[src/rtl/tsc_defs.svh]
// Constants of the temperature sensor serial control block.
// Assumes a 250 MHz system clock; included by bare name.
`ifndef TSC_DEFS_SVH
`define TSC_DEFS_SVH

// ==========================================================
// Bus addresses
`define TSC_ADDR_HI        4'h9
`define TSC_ARA_ADDR       7'h0C

// ==========================================================
// Pointer values
`define TSC_PTR_TEMP       2'h0
`define TSC_PTR_CFG        2'h1
`define TSC_PTR_UPPER      2'h2
`define TSC_PTR_LOWER      2'h3

// ==========================================================
// Reset values and configuration fields
`define TSC_CFG_RST        8'h40
`define TSC_UPPER_RST      8'h7F
`define TSC_LOWER_RST      8'h80
`define TSC_CFG_KEEP       8'hF3
`define TSC_CFG_PD         7
`define TSC_CFG_ALERT_DIS  5
`define TSC_CFG_POL        4
`define TSC_CFG_ALERT_CLR  3
`define TSC_CFG_ONESHOT    2

// ==========================================================
// Timing
`define TSC_CLK_NS         4
`define TSC_WAKE_NS        4000
`define TSC_WAKE_CYC       ((`TSC_WAKE_NS + `TSC_CLK_NS - 1) / `TSC_CLK_NS)
`define TSC_PERIOD_MS      800
`define TSC_PERIOD_CYC     (`TSC_PERIOD_MS * 1000000 / `TSC_CLK_NS)

`endif

[src/rtl/tsc_pkg.sv]
// Types of the temperature sensor serial control block.
// Needs nothing from its surroundings.
package tsc_pkg;

    // ==========================================================
    // Serial slave states
    typedef enum logic [6:0] {
        SER_IDLE    = 7'b0000001,
        SER_ADDR    = 7'b0000010,
        SER_ADDR_AK = 7'b0000100,
        SER_WR      = 7'b0001000,
        SER_WR_AK   = 7'b0010000,
        SER_RD      = 7'b0100000,
        SER_RD_AK   = 7'b1000000
    } tsc_ser_type;

    // ==========================================================
    // Conversion scheduler states
    typedef enum logic [2:0] {
        CNV_SLEEP = 3'b001,
        CNV_WAKE  = 3'b010,
        CNV_RUN   = 3'b100
    } tsc_cnv_type;

endpackage : tsc_pkg

[src/rtl/tsc_sync.sv]
// Two-stage synchroniser for pins entering the system clock domain.
// Assumes inputs are asynchronous levels.
`timescale 1ns/1ps
module tsc_sync #(
    parameter int WIDTH = 1
) (
    input  wire logic             sys_clk,  // System clock
    input  wire logic             rst_n,    // Async reset, active low
    input  wire logic [WIDTH-1:0] async_in, // Pin levels
    input  wire logic [WIDTH-1:0] rst_val,  // Unused-safe idle levels
    output logic      [WIDTH-1:0] sync_out  // Synchronised levels
);
    logic [WIDTH-1:0] meta_ff;

    // ==========================================================
    // Stage one is read only by stage two
    always_ff @(posedge sys_clk or negedge rst_n) begin
        if (!rst_n) begin
            meta_ff  <= '1;
            sync_out <= '1;
        end else begin
            meta_ff  <= async_in;
            sync_out <= meta_ff;
        end
    end
endmodule : tsc_sync

[src/rtl/tsc_serial_ctrl.sv]
// Two-wire slave, registers, alert and conversion scheduling of a
// digital temperature sensor. Assumes SCL, SDA and the address
// strap arrive asynchronously; the converter shares sys_clk.
//
// Operation
// - Answer address 1001 plus strap-selected bits
// - Detect SDA fall while SCL high
// - Shift eight bits, address then direction
// - Acknowledge own address, else stay idle
// - Direction 0 writes, 1 reads
// - Nine clocks per byte, receiver acknowledges
// - SDA changes on SCL low; rise-high is STOP
// - Direction fixed until new START
// - Single-byte write loads pointer only
// - Second byte pointer, third byte register data
// - Pointer persists across reads
// - Temperature reads two bytes, others one
// - D4 polarity, low default; D5 disables alert
// - Acknowledge alert response only while alerting
// - Alert sets above upper, clears low or D3
// - Reset pointer temp, limits 7F/80, config 40
// - Convert every 800 ms, sleep between
// - D2 write converts now, schedule resumes
// - Drop result if bus access active
// - D7 stops periodic conversions, full power-down
// - One-shot wakes 4 us, converts, sleeps
// - 10-bit result, bytes: upper eight, rest+flags
// - Limit flags clear on second byte read
// - D3 and D2 read back zero
// - Limits are signed 8-bit whole degrees
`include "tsc_defs.svh"
`timescale 1ns/1ps
module tsc_serial_ctrl
    import tsc_pkg::*;
#(
    parameter int       PERIOD_CYC = `TSC_PERIOD_CYC, // Cycles between conversions
    parameter int       WAKE_CYC   = `TSC_WAKE_CYC,   // Converter power-up cycles
    parameter bit [2:0] ADDR_GND   = 3'h0,            // Low bits, strap tied low
    parameter bit [2:0] ADDR_VDD   = 3'h2,            // Low bits, strap tied high
    parameter bit [2:0] ADDR_FLT   = 3'h1             // Low bits, strap floating
) (
    input  wire logic       sys_clk,                  // System clock, 250 MHz
    input  wire logic       rst_n,                    // Async reset, active low
    input  wire logic       scl_in,                   // Bus clock pin
    input  wire logic       sda_in,                   // Bus data pin level
    output logic            sda_out,                  // Bus data drive value
    output logic            sda_oe,                   // Bus data pull-down enable
    input  wire logic       address_select_pin_low,   // Strap tied low
    input  wire logic       address_select_pin_high,  // Strap tied high
    output logic            alert_out,                // Alert drive value
    output logic            alert_oe,                 // Alert pull-down enable
    output logic            conv_power_on,            // Converter powered
    output logic            conv_start,               // Start pulse to converter
    input  wire logic       conv_done,                // Conversion finished pulse
    input  wire logic [9:0] conv_result,              // Two's complement result
    output logic            full_power_down           // Full power-down state
);
    // ==========================================================
    // Declarations
    logic [3:0]  pins_sync;
    logic        scl_prev_ff;
    logic        sda_prev_ff;
    logic        scl_rise;
    logic        scl_fall;
    logic        bus_start;
    logic        bus_stop;
    logic        strap_done_ff;
    logic [1:0]  strap_cnt_ff;
    logic [6:0]  own_addr_ff;
    tsc_ser_type ser_ff;
    logic [3:0]  bitcnt_ff;
    logic [7:0]  rx_ff;
    logic [7:0]  tx_ff;
    logic        sda_oe_ff;
    logic        busy_ff;
    logic        ara_ff;
    logic [1:0]  wr_idx_ff;
    logic        rd_idx_ff;
    logic [1:0]  ptr_ff;
    logic [7:0]  cfg_ff;
    logic [7:0]  upper_ff;
    logic [7:0]  lower_ff;
    logic [9:0]  temp_ff;
    logic        alert_ff;
    logic        hi_flag_ff;
    logic        lo_flag_ff;
    logic        alert_oe_ff;
    logic        cfg_wr;
    logic        data_wr;
    logic        byte_done;
    logic        addr_match;
    logic        rd_load;
    logic        flag_rd;
    logic [7:0]  nxt_tx;
    logic        over_lim;
    logic        under_lim;
    logic        alert_on;
    logic        temp_load;
    tsc_cnv_type cnv_ff;
    logic [31:0] period_cnt_ff;
    logic [15:0] wake_cnt_ff;
    logic        oneshot_ff;
    logic        tick;

    // ==========================================================
    // Pin synchronisers: SCL, SDA and both strap levels
    tsc_sync #(.WIDTH(4)) u_sync (
        .sys_clk  (sys_clk),
        .rst_n    (rst_n),
        .async_in ({address_select_pin_high, address_select_pin_low, sda_in, scl_in}),
        .rst_val  (4'hF),
        .sync_out (pins_sync)
    );

    // Previous levels for edge detection
    always_ff @(posedge sys_clk or negedge rst_n) begin
        if (!rst_n) begin
            scl_prev_ff <= 1'b1;
            sda_prev_ff <= 1'b1;
        end else begin
            scl_prev_ff <= pins_sync[0];
            sda_prev_ff <= pins_sync[1];
        end
    end

    assign scl_rise  = pins_sync[0] & ~scl_prev_ff;
    assign scl_fall  = ~pins_sync[0] & scl_prev_ff;
    assign bus_start = pins_sync[0] & scl_prev_ff & sda_prev_ff & ~pins_sync[1];
    assign bus_stop  = pins_sync[0] & scl_prev_ff & ~sda_prev_ff & pins_sync[1];

    // ==========================================================
    // Strap capture once, after the synchroniser has flushed its reset levels
    always_ff @(posedge sys_clk or negedge rst_n) begin
        if (!rst_n) begin
            strap_cnt_ff  <= 2'h0;
            strap_done_ff <= 1'b0;
            own_addr_ff   <= 7'h00;
        end else if (!strap_done_ff) begin
            strap_cnt_ff <= strap_cnt_ff + 2'h1;
            if (strap_cnt_ff == 2'h2) begin
                strap_done_ff <= 1'b1;
                if (pins_sync[2])
                    own_addr_ff <= {`TSC_ADDR_HI, ADDR_GND};
                else if (pins_sync[3])
                    own_addr_ff <= {`TSC_ADDR_HI, ADDR_VDD};
                else
                    own_addr_ff <= {`TSC_ADDR_HI, ADDR_FLT};
            end
        end
    end

    // ==========================================================
    // Serial decode helpers
    assign byte_done  = scl_fall && (bitcnt_ff == 4'h8);
    assign addr_match = strap_done_ff && (rx_ff[7:1] == own_addr_ff);
    assign alert_on   = alert_ff & ~cfg_ff[`TSC_CFG_ALERT_DIS];
    assign cfg_wr     = data_wr && (ptr_ff == `TSC_PTR_CFG);
    assign data_wr    = (ser_ff == SER_WR) && byte_done && (wr_idx_ff == 2'h1);
    assign rd_load    = scl_fall && ((ser_ff == SER_ADDR_AK && rx_ff[0])
                                  || (ser_ff == SER_RD_AK));
    assign flag_rd    = rd_load && !ara_ff && ptr_ff == `TSC_PTR_TEMP && rd_idx_ff;

    // Byte to send next; pointer picks the register
    always_comb begin
        nxt_tx = 8'h00;
        if (ara_ff)
            nxt_tx = {own_addr_ff, 1'b0};
        else begin
            case (ptr_ff)
                `TSC_PTR_TEMP:  nxt_tx = rd_idx_ff ?
                                    {temp_ff[1:0], alert_on, hi_flag_ff,
                                     lo_flag_ff, 3'h0} : temp_ff[9:2];
                `TSC_PTR_CFG:   nxt_tx = cfg_ff;
                `TSC_PTR_UPPER: nxt_tx = upper_ff;
                `TSC_PTR_LOWER: nxt_tx = lower_ff;
                default:        nxt_tx = 8'h00;
            endcase
        end
    end

    // ==========================================================
    // Serial slave state, bit count and shifters
    always_ff @(posedge sys_clk or negedge rst_n) begin
        if (!rst_n) begin
            ser_ff    <= SER_IDLE;
            bitcnt_ff <= 4'h0;
            rx_ff     <= 8'h00;
            tx_ff     <= 8'hFF;
            sda_oe_ff <= 1'b0;
            ara_ff    <= 1'b0;
        end else if (bus_start) begin
            ser_ff    <= SER_ADDR;
            bitcnt_ff <= 4'h0;
            sda_oe_ff <= 1'b0;
            ara_ff    <= 1'b0;
        end else if (bus_stop) begin
            ser_ff    <= SER_IDLE;
            sda_oe_ff <= 1'b0;
        end else begin
            case (ser_ff)
                SER_ADDR, SER_WR: begin
                    if (scl_rise) begin
                        rx_ff     <= {rx_ff[6:0], pins_sync[1]};
                        bitcnt_ff <= bitcnt_ff + 4'h1;
                    end else if (byte_done) begin
                        bitcnt_ff <= 4'h0;
                        if (ser_ff == SER_WR) begin
                            ser_ff    <= SER_WR_AK;
                            sda_oe_ff <= 1'b1;
                        end else if (addr_match) begin
                            ser_ff    <= SER_ADDR_AK;
                            sda_oe_ff <= 1'b1;
                        end else if (rx_ff == {`TSC_ARA_ADDR, 1'b1} && alert_on) begin
                            ser_ff    <= SER_ADDR_AK;
                            sda_oe_ff <= 1'b1;
                            ara_ff    <= 1'b1;
                        end else begin
                            ser_ff <= SER_IDLE;
                        end
                    end
                end
                SER_ADDR_AK: begin
                    if (scl_fall) begin
                        if (rx_ff[0]) begin
                            ser_ff    <= SER_RD;
                            tx_ff     <= nxt_tx;
                            sda_oe_ff <= ~nxt_tx[7];
                        end else begin
                            ser_ff    <= SER_WR;
                            sda_oe_ff <= 1'b0;
                        end
                    end
                end
                SER_WR_AK: begin
                    if (scl_fall) begin
                        ser_ff    <= SER_WR;
                        sda_oe_ff <= 1'b0;
                    end
                end
                SER_RD: begin
                    if (scl_rise) begin
                        bitcnt_ff <= bitcnt_ff + 4'h1;
                        // Released a one but bus is low: arbitration lost
                        if (tx_ff[7] && !pins_sync[1])
                            ser_ff <= SER_IDLE;
                    end else if (byte_done) begin
                        bitcnt_ff <= 4'h0;
                        ser_ff    <= SER_RD_AK;
                        sda_oe_ff <= 1'b0;
                    end else if (scl_fall) begin
                        tx_ff     <= {tx_ff[6:0], 1'b1};
                        sda_oe_ff <= ~tx_ff[6];
                    end
                end
                SER_RD_AK: begin
                    if (scl_rise && pins_sync[1])
                        ser_ff <= SER_IDLE;
                    else if (scl_fall) begin
                        ser_ff    <= SER_RD;
                        tx_ff     <= nxt_tx;
                        sda_oe_ff <= ~nxt_tx[7];
                    end
                end
                SER_IDLE: begin
                    sda_oe_ff <= 1'b0;
                end
                default: begin
                    ser_ff    <= SER_IDLE;
                    sda_oe_ff <= 1'b0;
                end
            endcase
        end
    end

    // ==========================================================
    // Access busy from START to STOP, which holds back results
    always_ff @(posedge sys_clk or negedge rst_n) begin
        if (!rst_n)
            busy_ff <= 1'b0;
        else if (bus_start)
            busy_ff <= 1'b1;
        else if (bus_stop)
            busy_ff <= 1'b0;
    end

    // Byte indices within a write and within a read
    always_ff @(posedge sys_clk or negedge rst_n) begin
        if (!rst_n) begin
            wr_idx_ff <= 2'h0;
            rd_idx_ff <= 1'b0;
        end else if (bus_start) begin
            wr_idx_ff <= 2'h0;
            rd_idx_ff <= 1'b0;
        end else begin
            if (ser_ff == SER_WR && byte_done && wr_idx_ff != 2'h2)
                wr_idx_ff <= wr_idx_ff + 2'h1;
            if (rd_load)
                rd_idx_ff <= ~rd_idx_ff;
        end
    end

    // ==========================================================
    // Pointer and data registers; bytes past the third are acked, not stored
    always_ff @(posedge sys_clk or negedge rst_n) begin
        if (!rst_n) begin
            ptr_ff   <= `TSC_PTR_TEMP;
            cfg_ff   <= `TSC_CFG_RST;
            upper_ff <= `TSC_UPPER_RST;
            lower_ff <= `TSC_LOWER_RST;
        end else if (ser_ff == SER_WR && byte_done) begin
            if (wr_idx_ff == 2'h0)
                ptr_ff <= rx_ff[1:0];
            else if (wr_idx_ff == 2'h1) begin
                case (ptr_ff)
                    `TSC_PTR_CFG:   cfg_ff   <= rx_ff & `TSC_CFG_KEEP;
                    `TSC_PTR_UPPER: upper_ff <= rx_ff;
                    `TSC_PTR_LOWER: lower_ff <= rx_ff;
                    default:        cfg_ff   <= cfg_ff;
                endcase
            end
        end
    end

    // ==========================================================
    // Limit compare on whole degrees of the result
    assign over_lim  = $signed(temp_ff[9:2]) > $signed(upper_ff);
    assign under_lim = $signed(temp_ff[9:2]) < $signed(lower_ff);

    // Flags: a set in the clearing cycle wins
    always_ff @(posedge sys_clk or negedge rst_n) begin
        if (!rst_n) begin
            hi_flag_ff <= 1'b0;
            lo_flag_ff <= 1'b0;
        end else begin
            hi_flag_ff <= over_lim  | (hi_flag_ff & ~flag_rd);
            lo_flag_ff <= under_lim | (lo_flag_ff & ~flag_rd);
        end
    end

    // Alert latch sets only on a fresh result, so a D3 reset waits for the next one
    always_ff @(posedge sys_clk or negedge rst_n) begin
        if (!rst_n)
            alert_ff <= 1'b0;
        else if (temp_load && $signed(conv_result[9:2]) > $signed(upper_ff))
            alert_ff <= 1'b1;
        else if (under_lim || (cfg_wr && rx_ff[`TSC_CFG_ALERT_CLR]))
            alert_ff <= 1'b0;
    end

    // Open drain: pull low when asserted low-active, or idle high-active
    always_ff @(posedge sys_clk or negedge rst_n) begin
        if (!rst_n)
            alert_oe_ff <= 1'b0;
        else
            alert_oe_ff <= alert_on ^ cfg_ff[`TSC_CFG_POL];
    end

    // ==========================================================
    // Result capture, refused while a bus access is open
    assign temp_load = conv_done && !busy_ff && cnv_ff == CNV_RUN;

    always_ff @(posedge sys_clk or negedge rst_n) begin
        if (!rst_n)
            temp_ff <= 10'h000;
        else if (temp_load)
            temp_ff <= conv_result;
    end

    // ==========================================================
    // Conversion scheduling
    assign tick = (period_cnt_ff == 32'(PERIOD_CYC - 1));

    // One-shot request held until the scheduler takes it
    always_ff @(posedge sys_clk or negedge rst_n) begin
        if (!rst_n)
            oneshot_ff <= 1'b0;
        else if (cfg_wr && rx_ff[`TSC_CFG_ONESHOT])
            oneshot_ff <= 1'b1;
        else if (cnv_ff == CNV_SLEEP)
            oneshot_ff <= 1'b0;
    end

    // Period counter; restarts on a one-shot so the schedule resumes from it
    always_ff @(posedge sys_clk or negedge rst_n) begin
        if (!rst_n)
            period_cnt_ff <= 32'h0000_0000;
        else if (cfg_ff[`TSC_CFG_PD] || tick || (oneshot_ff && cnv_ff == CNV_SLEEP))
            period_cnt_ff <= 32'h0000_0000;
        else
            period_cnt_ff <= period_cnt_ff + 32'h0000_0001;
    end

    // Sleep, power-up wait, convert
    always_ff @(posedge sys_clk or negedge rst_n) begin
        if (!rst_n) begin
            cnv_ff      <= CNV_SLEEP;
            wake_cnt_ff <= 16'h0000;
        end else begin
            case (cnv_ff)
                CNV_SLEEP: begin
                    wake_cnt_ff <= 16'h0000;
                    if (oneshot_ff || (tick && !cfg_ff[`TSC_CFG_PD]))
                        cnv_ff <= CNV_WAKE;
                end
                CNV_WAKE: begin
                    wake_cnt_ff <= wake_cnt_ff + 16'h0001;
                    if (wake_cnt_ff == 16'(WAKE_CYC - 1))
                        cnv_ff <= CNV_RUN;
                end
                CNV_RUN: begin
                    if (conv_done)
                        cnv_ff <= CNV_SLEEP;
                end
                default: cnv_ff <= CNV_SLEEP;
            endcase
        end
    end

    // ==========================================================
    // Outputs
    assign sda_out         = 1'b0;
    assign sda_oe          = sda_oe_ff;
    assign alert_out       = 1'b0;
    assign alert_oe        = alert_oe_ff;
    assign conv_power_on   = (cnv_ff != CNV_SLEEP);
    assign conv_start      = (cnv_ff == CNV_WAKE) && (wake_cnt_ff == 16'(WAKE_CYC - 1));
    assign full_power_down = cfg_ff[`TSC_CFG_PD];
endmodule : tsc_serial_ctrl

[config.mk]
export PLATFORM = sky130hd
export DESIGN_NAME = tsc_serial_ctrl
export DESIGN_NICKNAME = d
export VERILOG_FILES = /design/src/rtl/tsc_pkg.sv /design/src/rtl/tsc_sync.sv /design/src/rtl/tsc_serial_ctrl.sv
export VERILOG_INCLUDE_DIRS = /design/src /design/src/rtl
export SDC_FILE = /design/constraint.sdc
export NUM_CORES = 1
export LEC_CHECK = 0
export ABC_CLOCK_PERIOD_IN_PS = 2800
export BUFFER_PORTS_ARGS = -buffer_cell sky130_fd_sc_hd__buf_4
export CELL_PAD_IN_SITES_DETAIL_PLACEMENT = 1
export CELL_PAD_IN_SITES_GLOBAL_PLACEMENT = 2
export CORE_MARGIN = 5
export CORE_UTILIZATION = 30
export DETAILED_ROUTE_END_ITERATION = 10
export PLACE_DENSITY_LB_ADDON = 0.1
export RECOVER_POWER = 50
export SLEW_MARGIN = 20
export SYNTH_ARGS = -nofsm -noshare
export SYNTH_HDL_FRONTEND = slang
export SYNTH_SLANG_ARGS = --single-unit
[constraint.sdc]
create_clock -name sys_clk -period 2.8 [get_ports sys_clk]
set_input_delay 0.14 -clock sys_clk [delete_from_list [all_inputs] [get_ports sys_clk]]
set_output_delay 0.14 -clock sys_clk [all_outputs]
set_load 0.01 [all_outputs]
==> results of run 1 <==
report_power, final:
group / switching, µW / internal (µW)
logic: 132 / 101
clock network: 958 / 1450
registers: 32.8 / 2040
cells by family (layout without fill, tap and decap cells):
group,after synthesis,in the layout,share of synthesized area [%]
mux,52,52,8.44
flops,139,139,47.7
xor+xnor,38,38,4.52
other cells,1,2,0.0509
simple gates,263,263,19.4
fa+ha+maj,31,31,5.26
compound gates,129,129,11.5
buf+inv,57,121,3.18
worst reg2reg max path, cell delays in order, from the launching register on:
cell,delay [ns]
dfrtp_1,0.47
nor4b_2,0.51
nand4_2,0.26
nor2_1,0.15
nand2_1,0.13
nor3b_4,0.49
mux2_2,0.39
flip-flops by register name (all words and copies together), names as in the netlist, 7 cells and up:
| signal | count |
|---|---|
| ser_ff | 7 |
| wake_cnt_ff | 16 |
| tx_ff | 8 |
| period_cnt_ff | 32 |
| temp_ff | 10 |
| lower_ff | 8 |
| upper_ff | 8 |
| rx_ff | 8 |
final cells by class:
cell class / count / area [µm²]
clock inverter: 14 / 184
tap: 324 / 405
fill: 2735 / 15500
sequential: 139 / 3510
timing repair buffer: 56 / 454
clock buffer: 18 / 439
inverter: 33 / 124
multi-input combinational: 515 / 3630
layer usage:
metal,vias up,track usage (%)
li1,2663,-
met5,-,0
met4,0,3.42
met3,22,2.65
met1,2768,20.0
met2,53,23.6
path summary, 6_finish.rpt:
| kind | start | to | slack [ns] | depth (start not counted) |
|---|---|---|---|---|
| worst min-delay path | conv_done | cnv_ff[0] | 0.04 | 3 |
| max in group asynchronous | rst_n | lower_ff[7] | 0.58 | 3 |
| min in group asynchronous | rst_n | ser_ff[3] | 0.82 | 2 |
| worst min register to register | u_sync.meta_ff[3] | u_sync.sync_out[3] | 0.36 | 0 |
| worst max register to register | ser_ff[2] | upper_ff[7] | 0.30 | 6 |
| worst max-delay path | ser_ff[2] | upper_ff[7] | 0.30 | 6 |
per-stage QoR:
stage / area, µm² / hold slack (ns) / util, %
after floorplan: 7370 / -0.156 / -
after global placement: 8000 / 0.231 / 33.0
after detailed placement: 8000 / 0.236 / 33.0
after CTS: 8770 / 0.0232 / 36.2
after global routing: 8750 / 0.0661 / 36.1
final: 8750 / 0.0445 / 36.1
layout by cell type (no fill, tap or decap), types with 7 or more instances in the layout:
| master | instances |
|---|---|
| a21oi_1 | 27 |
| and3_1 | 7 |
| buf_4 | 31 |
| clkbuf_16 | 17 |
| dfrtp_1 | 110 |
| dfstp_2 | 27 |
| dlygate4sd3_1 | 15 |
| ha_1 | 31 |
| inv_1 | 32 |
| mux2_2 | 41 |
| mux2i_1 | 7 |
| nand2_1 | 41 |
| nand2b_1 | 14 |
| nand3_1 | 31 |
| nand4_1 | 15 |
| nor2_1 | 82 |
| nor3_1 | 11 |
| nor4_1 | 7 |
| o21ai_0 | 39 |
| o31ai_1 | 9 |
| xnor2_1 | 24 |
| xor2_1 | 14 |
cell usage after synthesis, types with 3 or more instances:
master	n	area share, %
and2_1	4	0.34
a221oi_1	4	0.48
nand2b_1	14	1.2
o32ai_1	3	0.36
a211oi_1	3	0.31
o22ai_1	4	0.34
nor2b_1	6	0.51
mux4_2	4	1.2
ha_1	31	5.3
nor4_1	7	0.59
nor3_1	11	0.75
and3_1	7	0.59
clkbuf_1	12	0.61
a21oi_1	27	1.8
nand3b_1	4	0.41
xor2_1	14	1.7
inv_1	32	1.6
nand2_1	41	2.1
buf_2	10	0.68
o31ai_1	9	0.92
nand3_1	31	2.1
mux2i_1	7	0.95
nand4_1	15	1.3
o211ai_1	6	0.61
nor2_1	82	4.2
o21ai_0	39	2.6
a21o_1	6	0.61
or2_2	3	0.25
dfstp_2	29	10
dfrtp_1	110	37
or3_1	4	0.34
mux2_2	41	6.3
xnor2_1	24	2.9
nor3b_1	5	0.51
a22oi_1	3	0.31
a31oi_1	5	0.42
nor4b_1	4	0.48
a22o_1	3	0.36
==> results.ini, run 1 <==
[worst_hold_path]
hold_class=in -> reg

[critical_path]
crit_buf_inv=0
start_kind=register
cp-end-kind=register
cpMaxStageDelayCell=nor4b_2
crit_path_max_fanout=8
cp_top_family=simple AND/OR/NAND/NOR gates
critical_path_arrival_ns=2.80
crit_type=reg -> reg
required_ns=3.10
path_cells=nor4b_2 > nand4_2 > nor2_1 > nand2_1 > nor3b_4 > mux2_2
max_stage_delay_ns=0.51

[synthesis]
synth.cell_area_um2=7370
ys_warn_count=0
async_flop_share_pct=100
ys_ff_latch=139
syn_avg_cell_area_um2=10.4
synthCells=710
synth_edf_count=0
synth-main-ff-cell=dfrtp_1
ys_types=76
synth.yosys.seq_area_share_pct=47.7

[die]
start_util_pct=30.4
die_h_um=167
die_w_um=167
row_count=57
io_pins=24
dieArea_um2=27800
coreArea_um2=24200

[clocking]
htreeDepth=4
hold_buffers=15
root_buffer=clkbuf_16
clk_pin_slew_worst_paths_ns=0.06
tritoncts=done
cts_resized=0
cts.sinks=139
clk_latency_ns=0.42
post_cts_buffers=0
cts_buffers=17
clock_path_buffers=2

[sta]
relSlewSlack_pct=-28.5
drv_slew=72
setup_violations=0
max_freq_mhz=400
rsz0062_at_grt=no
finalHoldViolCount=0
period_share_pct=89.3
finalCriticalPeriod_ns=2.50
final.setup.tns_ns=0
setup_slack_ns=0.300
worst-slew-pin-transition_ns=1.93
fin_skew_ns=0.00789

[detailed_routing]
firstDrtPassIters=4
wl_met3_um=439
dr_wl_met2_um=9290
drtIter0Drc=223
top_layer=met4
via_per_inst=5.01
wirelength_um=19400
routedWlPerCell_um=17.7
num_vias=5506
postRouteAntennaNets=0
m1WireLength_um=9510
drcViolationCount=0

[place]
gp_congestion=0.806
dp_hpwl_um=14300
dp_slack_ns=0.289
dp.cells=1052
io_buffers=21

[grt]
grt_antenna_before_repair=0
grt_max_degree=73
grt.total_usage_pct=14.4
grt_pass1_wl_um=32500
overflow=0
grt_pass1_vias=5899

[power_and_ir_drop]
power_leakage_uw=0.00364
power_uw=4710
power.density_nw_per_um2=538
irDropWorstVdd_mv=0.311

[run_status]
status=complete, but fails checks
violations=max-capacitance violations, max-slew violations

[final_layout]
nets=810
n_antenna_cell=0
layoutNonFillerInstCount=1099
drive_gt1_share_pct=20.6
area_growth_pct=18.8

[flow_run]
cap_violations=1

Note: power is estimated with default switching activity, not from simulation.
==> inputs of run 2 (changes only) <==
--- a/config.mk
+++ b/config.mk
@@ -11,7 +11,7 @@
 export CELL_PAD_IN_SITES_DETAIL_PLACEMENT = 1
 export CELL_PAD_IN_SITES_GLOBAL_PLACEMENT = 2
 export CORE_MARGIN = 5
-export CORE_UTILIZATION = 30
+export CORE_UTILIZATION = 25
 export DETAILED_ROUTE_END_ITERATION = 10
 export PLACE_DENSITY_LB_ADDON = 0.1
 export RECOVER_POWER = 50
==> results.ini, run 2 (same netlist as run 1, synthesis figures left out) <==
[worst_hold_path]
hold_class=in -> reg  ; unchanged

[sta]
rsz0062_at_grt=no  ; unchanged
finalHoldViolCount=0  ; unchanged
drv_slew=64  ; was 72
final.setup.tns_ns=0  ; unchanged
max_freq_mhz=389  ; was 400 MHz
fin_skew_ns=0.0114  ; was 0.00789 ns
worst-slew-pin-transition_ns=1.67  ; was 1.93 ns
finalCriticalPeriod_ns=2.57  ; was 2.50 ns
setup_slack_ns=0.230  ; was 0.300 ns
relSlewSlack_pct=-11.3  ; was -28.5%
period_share_pct=91.8  ; was 89.3%
hold_ws_ns=0.0503  ; was 0.0445 ns
setup_violations=0  ; unchanged

[final_layout]
n_antenna_cell=0  ; unchanged
nets=808  ; was 810
largest-register=period_cnt_ff  ; unchanged
layout_commonest_cell=dfrtp_1  ; unchanged
layoutNonFillerInstCount=1157  ; was 1099
area_growth_pct=19.2  ; was 18.8%
drive_gt1_share_pct=20.3  ; was 20.6%
largest_reg_flops=32  ; unchanged
reg_top3=period_cnt_ff: 32 flops, wake_cnt_ff: 16 flops, temp_ff: 10 flops  ; unchanged
mostFrequentLayoutCells=dfrtp_1, nor2_1, nand2_1, mux2_2, o21ai_0  ; unchanged

[power_and_ir_drop]
internal-power_uw=3570  ; was 3590 µW
p_clk_share_pct=50.6  ; was 51.1%
power_leakage_uw=0.00360  ; was 0.00364 µW
power.switching_uw=1100  ; was 1120 µW
pwr-share-seq_pct=44.4  ; was 44.0%
power_uw=4670  ; was 4710 µW
swShare_pct=23.6  ; was 23.8%
combinationalPowerShare_pct=5.0  ; was 4.9%
power.density_nw_per_um2=532  ; was 538 nW/µm²
irDropWorstVdd_mv=0.392  ; was 0.311 mV

[critical_path]
reg2reg_from=ser_ff[2]  ; unchanged
path_cells=nor4b_2 > nand4_2 > nor2_1 > nand2_1 > nor3b_4 > mux2_2  ; unchanged
critical_path_arrival_ns=2.87  ; was 2.80 ns
cp-end-kind=register  ; unchanged
start_kind=register  ; unchanged
crit_path_max_fanout=8  ; unchanged
max_stage_delay_ns=0.58  ; was 0.51 ns
worstReg2RegEnd=upper_ff[7]  ; unchanged
crit_type=reg -> reg  ; unchanged
startpoint=ser_ff[2]  ; unchanged
required_ns=3.10  ; about the same
worstSetupEndpoint=upper_ff[7]  ; unchanged
cpMaxStageDelayCell=nor4b_2  ; unchanged
rr_worst_depth=6  ; unchanged
r2r_setup_slack_ns=0.23  ; was 0.30 ns

[clocking]
clk_pin_slew_worst_paths_ns=0.06  ; about the same
htreeDepth=4  ; unchanged
cts_buffers=17  ; unchanged
clk_latency_ns=0.43  ; was 0.42 ns
clock_path_buffers=2  ; unchanged
tritoncts=done  ; unchanged
cts.sinks=139  ; unchanged
root_buffer=clkbuf_16  ; unchanged

[grt]
grt.busiest_layer=met2  ; unchanged
grtUsageMet3_pct=2.04  ; was 2.65%
grt_use_met1_pct=17.6  ; was 20.0%
grt.total_usage_pct=12.9  ; was 14.4%
grt_antenna_before_repair=0  ; unchanged
grt_use_met2_pct=21.4  ; was 23.6%
overflow=0  ; unchanged
grt_max_degree=64  ; was 73
grt_pass1_wl_um=34300  ; was 32500 µm
grt_pass1_vias=6075  ; was 5899

[detailed_routing]
wirelength_um=20500  ; was 19400 µm
drtIter0Drc=212  ; was 223
drcViolationCount=0  ; unchanged
via_per_inst=4.78  ; was 5.01
routedWlPerCell_um=17.7  ; about the same
firstDrtPassIters=4  ; unchanged
num_vias=5529  ; was 5506
postRouteAntennaNets=0  ; unchanged

[flow_run]
cap_violations=1  ; unchanged

[die]
coreArea_um2=28900  ; was 24200 µm²
start_util_pct=25.5  ; was 30.4%
die_h_um=182  ; was 167 µm
row_count=62  ; was 57
die_w_um=182  ; was 167 µm
io_pins=24  ; unchanged
dieArea_um2=33000  ; was 27800 µm²

[run_status]
status=complete, but fails checks  ; unchanged
violations=max-capacitance violations, max-slew violations  ; unchanged

[place]
gp_congestion=0.753  ; was 0.806
dp_slack_ns=0.218  ; was 0.289 ns
dp_hpwl_um=14900  ; was 14300 µm
io_buffers=21  ; unchanged
dp.cells=1110  ; was 1052

run 2: changes by cell type in the layout (fill, tap and decap cells not counted):
| cell | change |
|---|---|
| clkbuf_4 | +1 |
| inv_8 | -1 |
| buf_12 | -1 |
| clkbuf_1 | +1 |
| inv_6 | -1 |
| clkbuf_2 | +1 |
| clkinvlp_4 | +5 |
| buf_4 | -3 |
| clkinv_4 | -4 |
run 2: power by group through the flow:
stage	logic [µW]	clock network, µW	registers [µW]
floorplan	117	0	2100
global placement	222	0	2110
detailed placement	225	0	2110
CTS	244	2460	2080
global route	266	2540	2080
finish	232	2370	2080
run 2: worst min-delay path by stage:
stage              start   endpoint  slack, ns  cells after the start
6_report       conv_done  cnv_ff[0]       0.05                      3
2_1_floorplan      rst_n   alert_ff      -0.16                      0
4_1_cts        conv_done  cnv_ff[0]       0.03                      3
3_5_place_dp       rst_n  ser_ff[4]       0.19                      1
3_3_place_gp       rst_n  ser_ff[3]       0.19                      1
5_1_grt        conv_done  cnv_ff[0]       0.04                      3
run 2: final cells by class:
class                           count  area [µm²]
Timing Repair Buffer               54         424
Clock buffer                       19         443
Clock inverter                     13         166
Tap cell                          384         480
Multi-Input combinational cell    515        3630
Fill cell                        3268       20200
Sequential cell                   139        3510
Inverter                           33         124
run 2: what timing repair did:
action	in CTS	in global routing
setup buffers	0	0
setup endpoints to repair	0	0
resized for setup	0	0
endpoints found under the hold margin	60	0
hold buffers	15	0
run 2: worst max-delay path, delay by kind of cell, from the launching register on:
family | cells | cell delay, ns
AND/OR/NAND/NOR | 5 | 1.60
flip-flops | 1 | 0.46
multiplexers | 1 | 0.39
run 2: per-layer routing:
layer | routed length [µm] | up-vias
li1 | - | 2650
met1 | 10100 | 2817
met2 | 9790 | 47
met3 | 370 | 15
met4 | 216 | 0
met5 | 0 | -
run 2: metrics by stage:
stage	cell area [µm²]	utilization, %
floorplan	7370	-
global placement	8060	27.8
detailed placement	8060	27.8
CTS	8820	30.5
global route	8780	30.4
finish	8780	30.4
==> inputs of run 3 (changes only) <==
--- a/config.mk
+++ b/config.mk
@@ -11,10 +11,11 @@
 export CELL_PAD_IN_SITES_DETAIL_PLACEMENT = 1
 export CELL_PAD_IN_SITES_GLOBAL_PLACEMENT = 2
 export CORE_MARGIN = 5
-export CORE_UTILIZATION = 25
+export CORE_UTILIZATION = 42
 export DETAILED_ROUTE_END_ITERATION = 10
 export PLACE_DENSITY_LB_ADDON = 0.1
 export RECOVER_POWER = 50
+export REMOVE_ABC_BUFFERS = 1
 export SLEW_MARGIN = 20
 export SYNTH_ARGS = -nofsm -noshare
 export SYNTH_HDL_FRONTEND = slang
==> results.ini, run 3 (same netlist as run 1, synthesis figures left out) <==
[run_status]
status=complete, no violations  ; was complete, but fails checks

[detailed_routing]
num_vias=5619  ; was 5529
postRouteAntennaNets=0  ; unchanged
firstDrtPassIters=4  ; unchanged
routedWlPerCell_um=19.1  ; was 17.7 µm
drcViolationCount=0  ; unchanged
via_per_inst=5.64  ; was 4.78
wirelength_um=19000  ; was 20500 µm
drtIter0Drc=191  ; was 212

[clocking]
cts.sinks=139  ; unchanged
cts_resized=0  ; unchanged
post_cts_buffers=0  ; unchanged
clk_latency_ns=0.44  ; was 0.43 ns
root_buffer=clkbuf_16  ; unchanged
clock_path_buffers=2  ; unchanged
htreeDepth=4  ; unchanged
clk_pin_slew_worst_paths_ns=0.07  ; was 0.06 ns
cts_buffers=17  ; unchanged
tritoncts=done  ; unchanged

[place]
dp_hpwl_um=13500  ; was 14900 µm
gp_congestion=0.796  ; was 0.753
io_buffers=21  ; unchanged

[sta]
setup_violations=0  ; unchanged
worst-slew-pin-transition_ns=0.899  ; was 1.67 ns
final.setup.tns_ns=0  ; unchanged
finalCriticalPeriod_ns=2.51  ; was 2.57 ns
drv_slew=0  ; was 64
relSlewSlack_pct=40.1  ; was -11.3%
rsz0062_at_grt=no  ; unchanged
hold_ws_ns=0.0337  ; was 0.0503 ns
finalHoldViolCount=0  ; unchanged
period_share_pct=89.6  ; was 91.8%
max_freq_mhz=399  ; was 389 MHz
fin_skew_ns=0.0103  ; was 0.0114 ns

[final_layout]
largest_reg_flops=32  ; unchanged
multiInputGateArea_um2=3630  ; unchanged
largest-register=period_cnt_ff  ; unchanged
drive_gt1_share_pct=20.1  ; was 20.3%
fillers=1891  ; was 3268
area_growth_pct=16.2  ; was 19.2%
nets=807  ; was 808
mostFrequentLayoutCells=dfrtp_1, nor2_1, nand2_1, mux2_2, o21ai_0  ; unchanged
reg_top3=period_cnt_ff: 32 flops, wake_cnt_ff: 16 flops, temp_ff: 10 flops  ; unchanged
n_antenna_cell=0  ; unchanged
ff_latch_area_um2=3510  ; unchanged
layout_commonest_cell=dfrtp_1  ; unchanged

[die]
die_w_um=142  ; was 182 µm
start_util_pct=42.7  ; was 25.5%
die_h_um=142  ; was 182 µm
coreArea_um2=17200  ; was 28900 µm²
io_pins=24  ; unchanged
dieArea_um2=20300  ; was 33000 µm²
row_count=48  ; was 62

[critical_path]
crit_type=reg -> reg  ; unchanged
required_ns=3.12  ; was 3.10 ns
critical_path_arrival_ns=2.83  ; was 2.87 ns
cp-end-kind=register  ; unchanged
start_kind=register  ; unchanged
crit_path_max_fanout=9  ; was 8

[grt]
overflow=0  ; unchanged
grt_pass1_vias=6227  ; was 6075
grt_pass1_wl_um=32000  ; was 34300 µm
grt.total_usage_pct=19.8  ; was 12.9%
grt_antenna_before_repair=0  ; unchanged
grt_max_degree=89  ; was 64

[power_and_ir_drop]
irDropWorstVdd_mv=0.463  ; was 0.392 mV
power.density_nw_per_um2=533  ; was 532 nW/µm²
power_leakage_uw=0.00359  ; was 0.00360 µW

[flow_run]
cap_violations=0  ; was 1

[worst_hold_path]
hold_class=in -> reg  ; unchanged

run 3: cell types whose count changed in the layout (fill, tap and decap cells not counted), sizes merged:
cell and delta:
buf +2, clkbuf -2, clkinvlp -2, bufinv -1, clkinv +1, inv +1
run 3: path summary, 6_finish.rpt:
path	slack [ns]	startpoint	cells after the start	endpoint
max	0.29	ser_ff[5]	6	upper_ff[7]
max in group asynchronous	1.02	rst_n	3	cfg_ff[0]
min	0.03	conv_done	3	cnv_ff[0]
min in group asynchronous	0.32	rst_n	2	period_cnt_ff[1]
max reg2reg	0.29	ser_ff[5]	6	upper_ff[7]
min reg2reg	0.36	u_sync.meta_ff[3]	0	u_sync.sync_out[3]
run 3: metrics by stage:
step	std cells	instance area, µm²	setup WS [ns]	util, %	total power [µW]
finish	997	8560	0.291	49.7	4560
global route	997	8560	0.107	49.7	4750
CTS	997	8590	0.289	49.8	4640
detailed placement	950	7850	0.323	45.6	2330
global placement	950	7850	0.379	45.6	2320
floorplan	687	7260	0.344	-	2210
run 3: layer usage:
layer	GRT usage, %	share of wire (%)
met3	3.93	2.6
met1	24.7	44
met4	6.70	1.7
met2	34.3	51
met5	0	0
run 3: area by class of cell:
class,instances,area share [%]
multi-input combinational,515,42.4
inverter,33,1.45
clock buffer,20,5.22
clock inverter,12,1.62
timing repair buffer,53,4.97
sequential,139,41.1
tap,225,3.29
run 3: critical path: stages, from the launching register on:
cell,delay [ns]
dfrtp_1,0.48
nor4b_2,0.48
nand4_2,0.26
nor2_1,0.17
nand2_1,0.13
nor3b_4,0.48
mux2_2,0.39
run 3: repair_timing:
action,4_1_cts,5_1_grt
endpoints found under the hold margin,88,0
endpoints found under the setup margin,0,0
hold buffers,15,0
run 3: power by group:
group	switching, µW	internal (µW)
clock	911	1340
combinational	133	99.3
sequential	33.0	2040
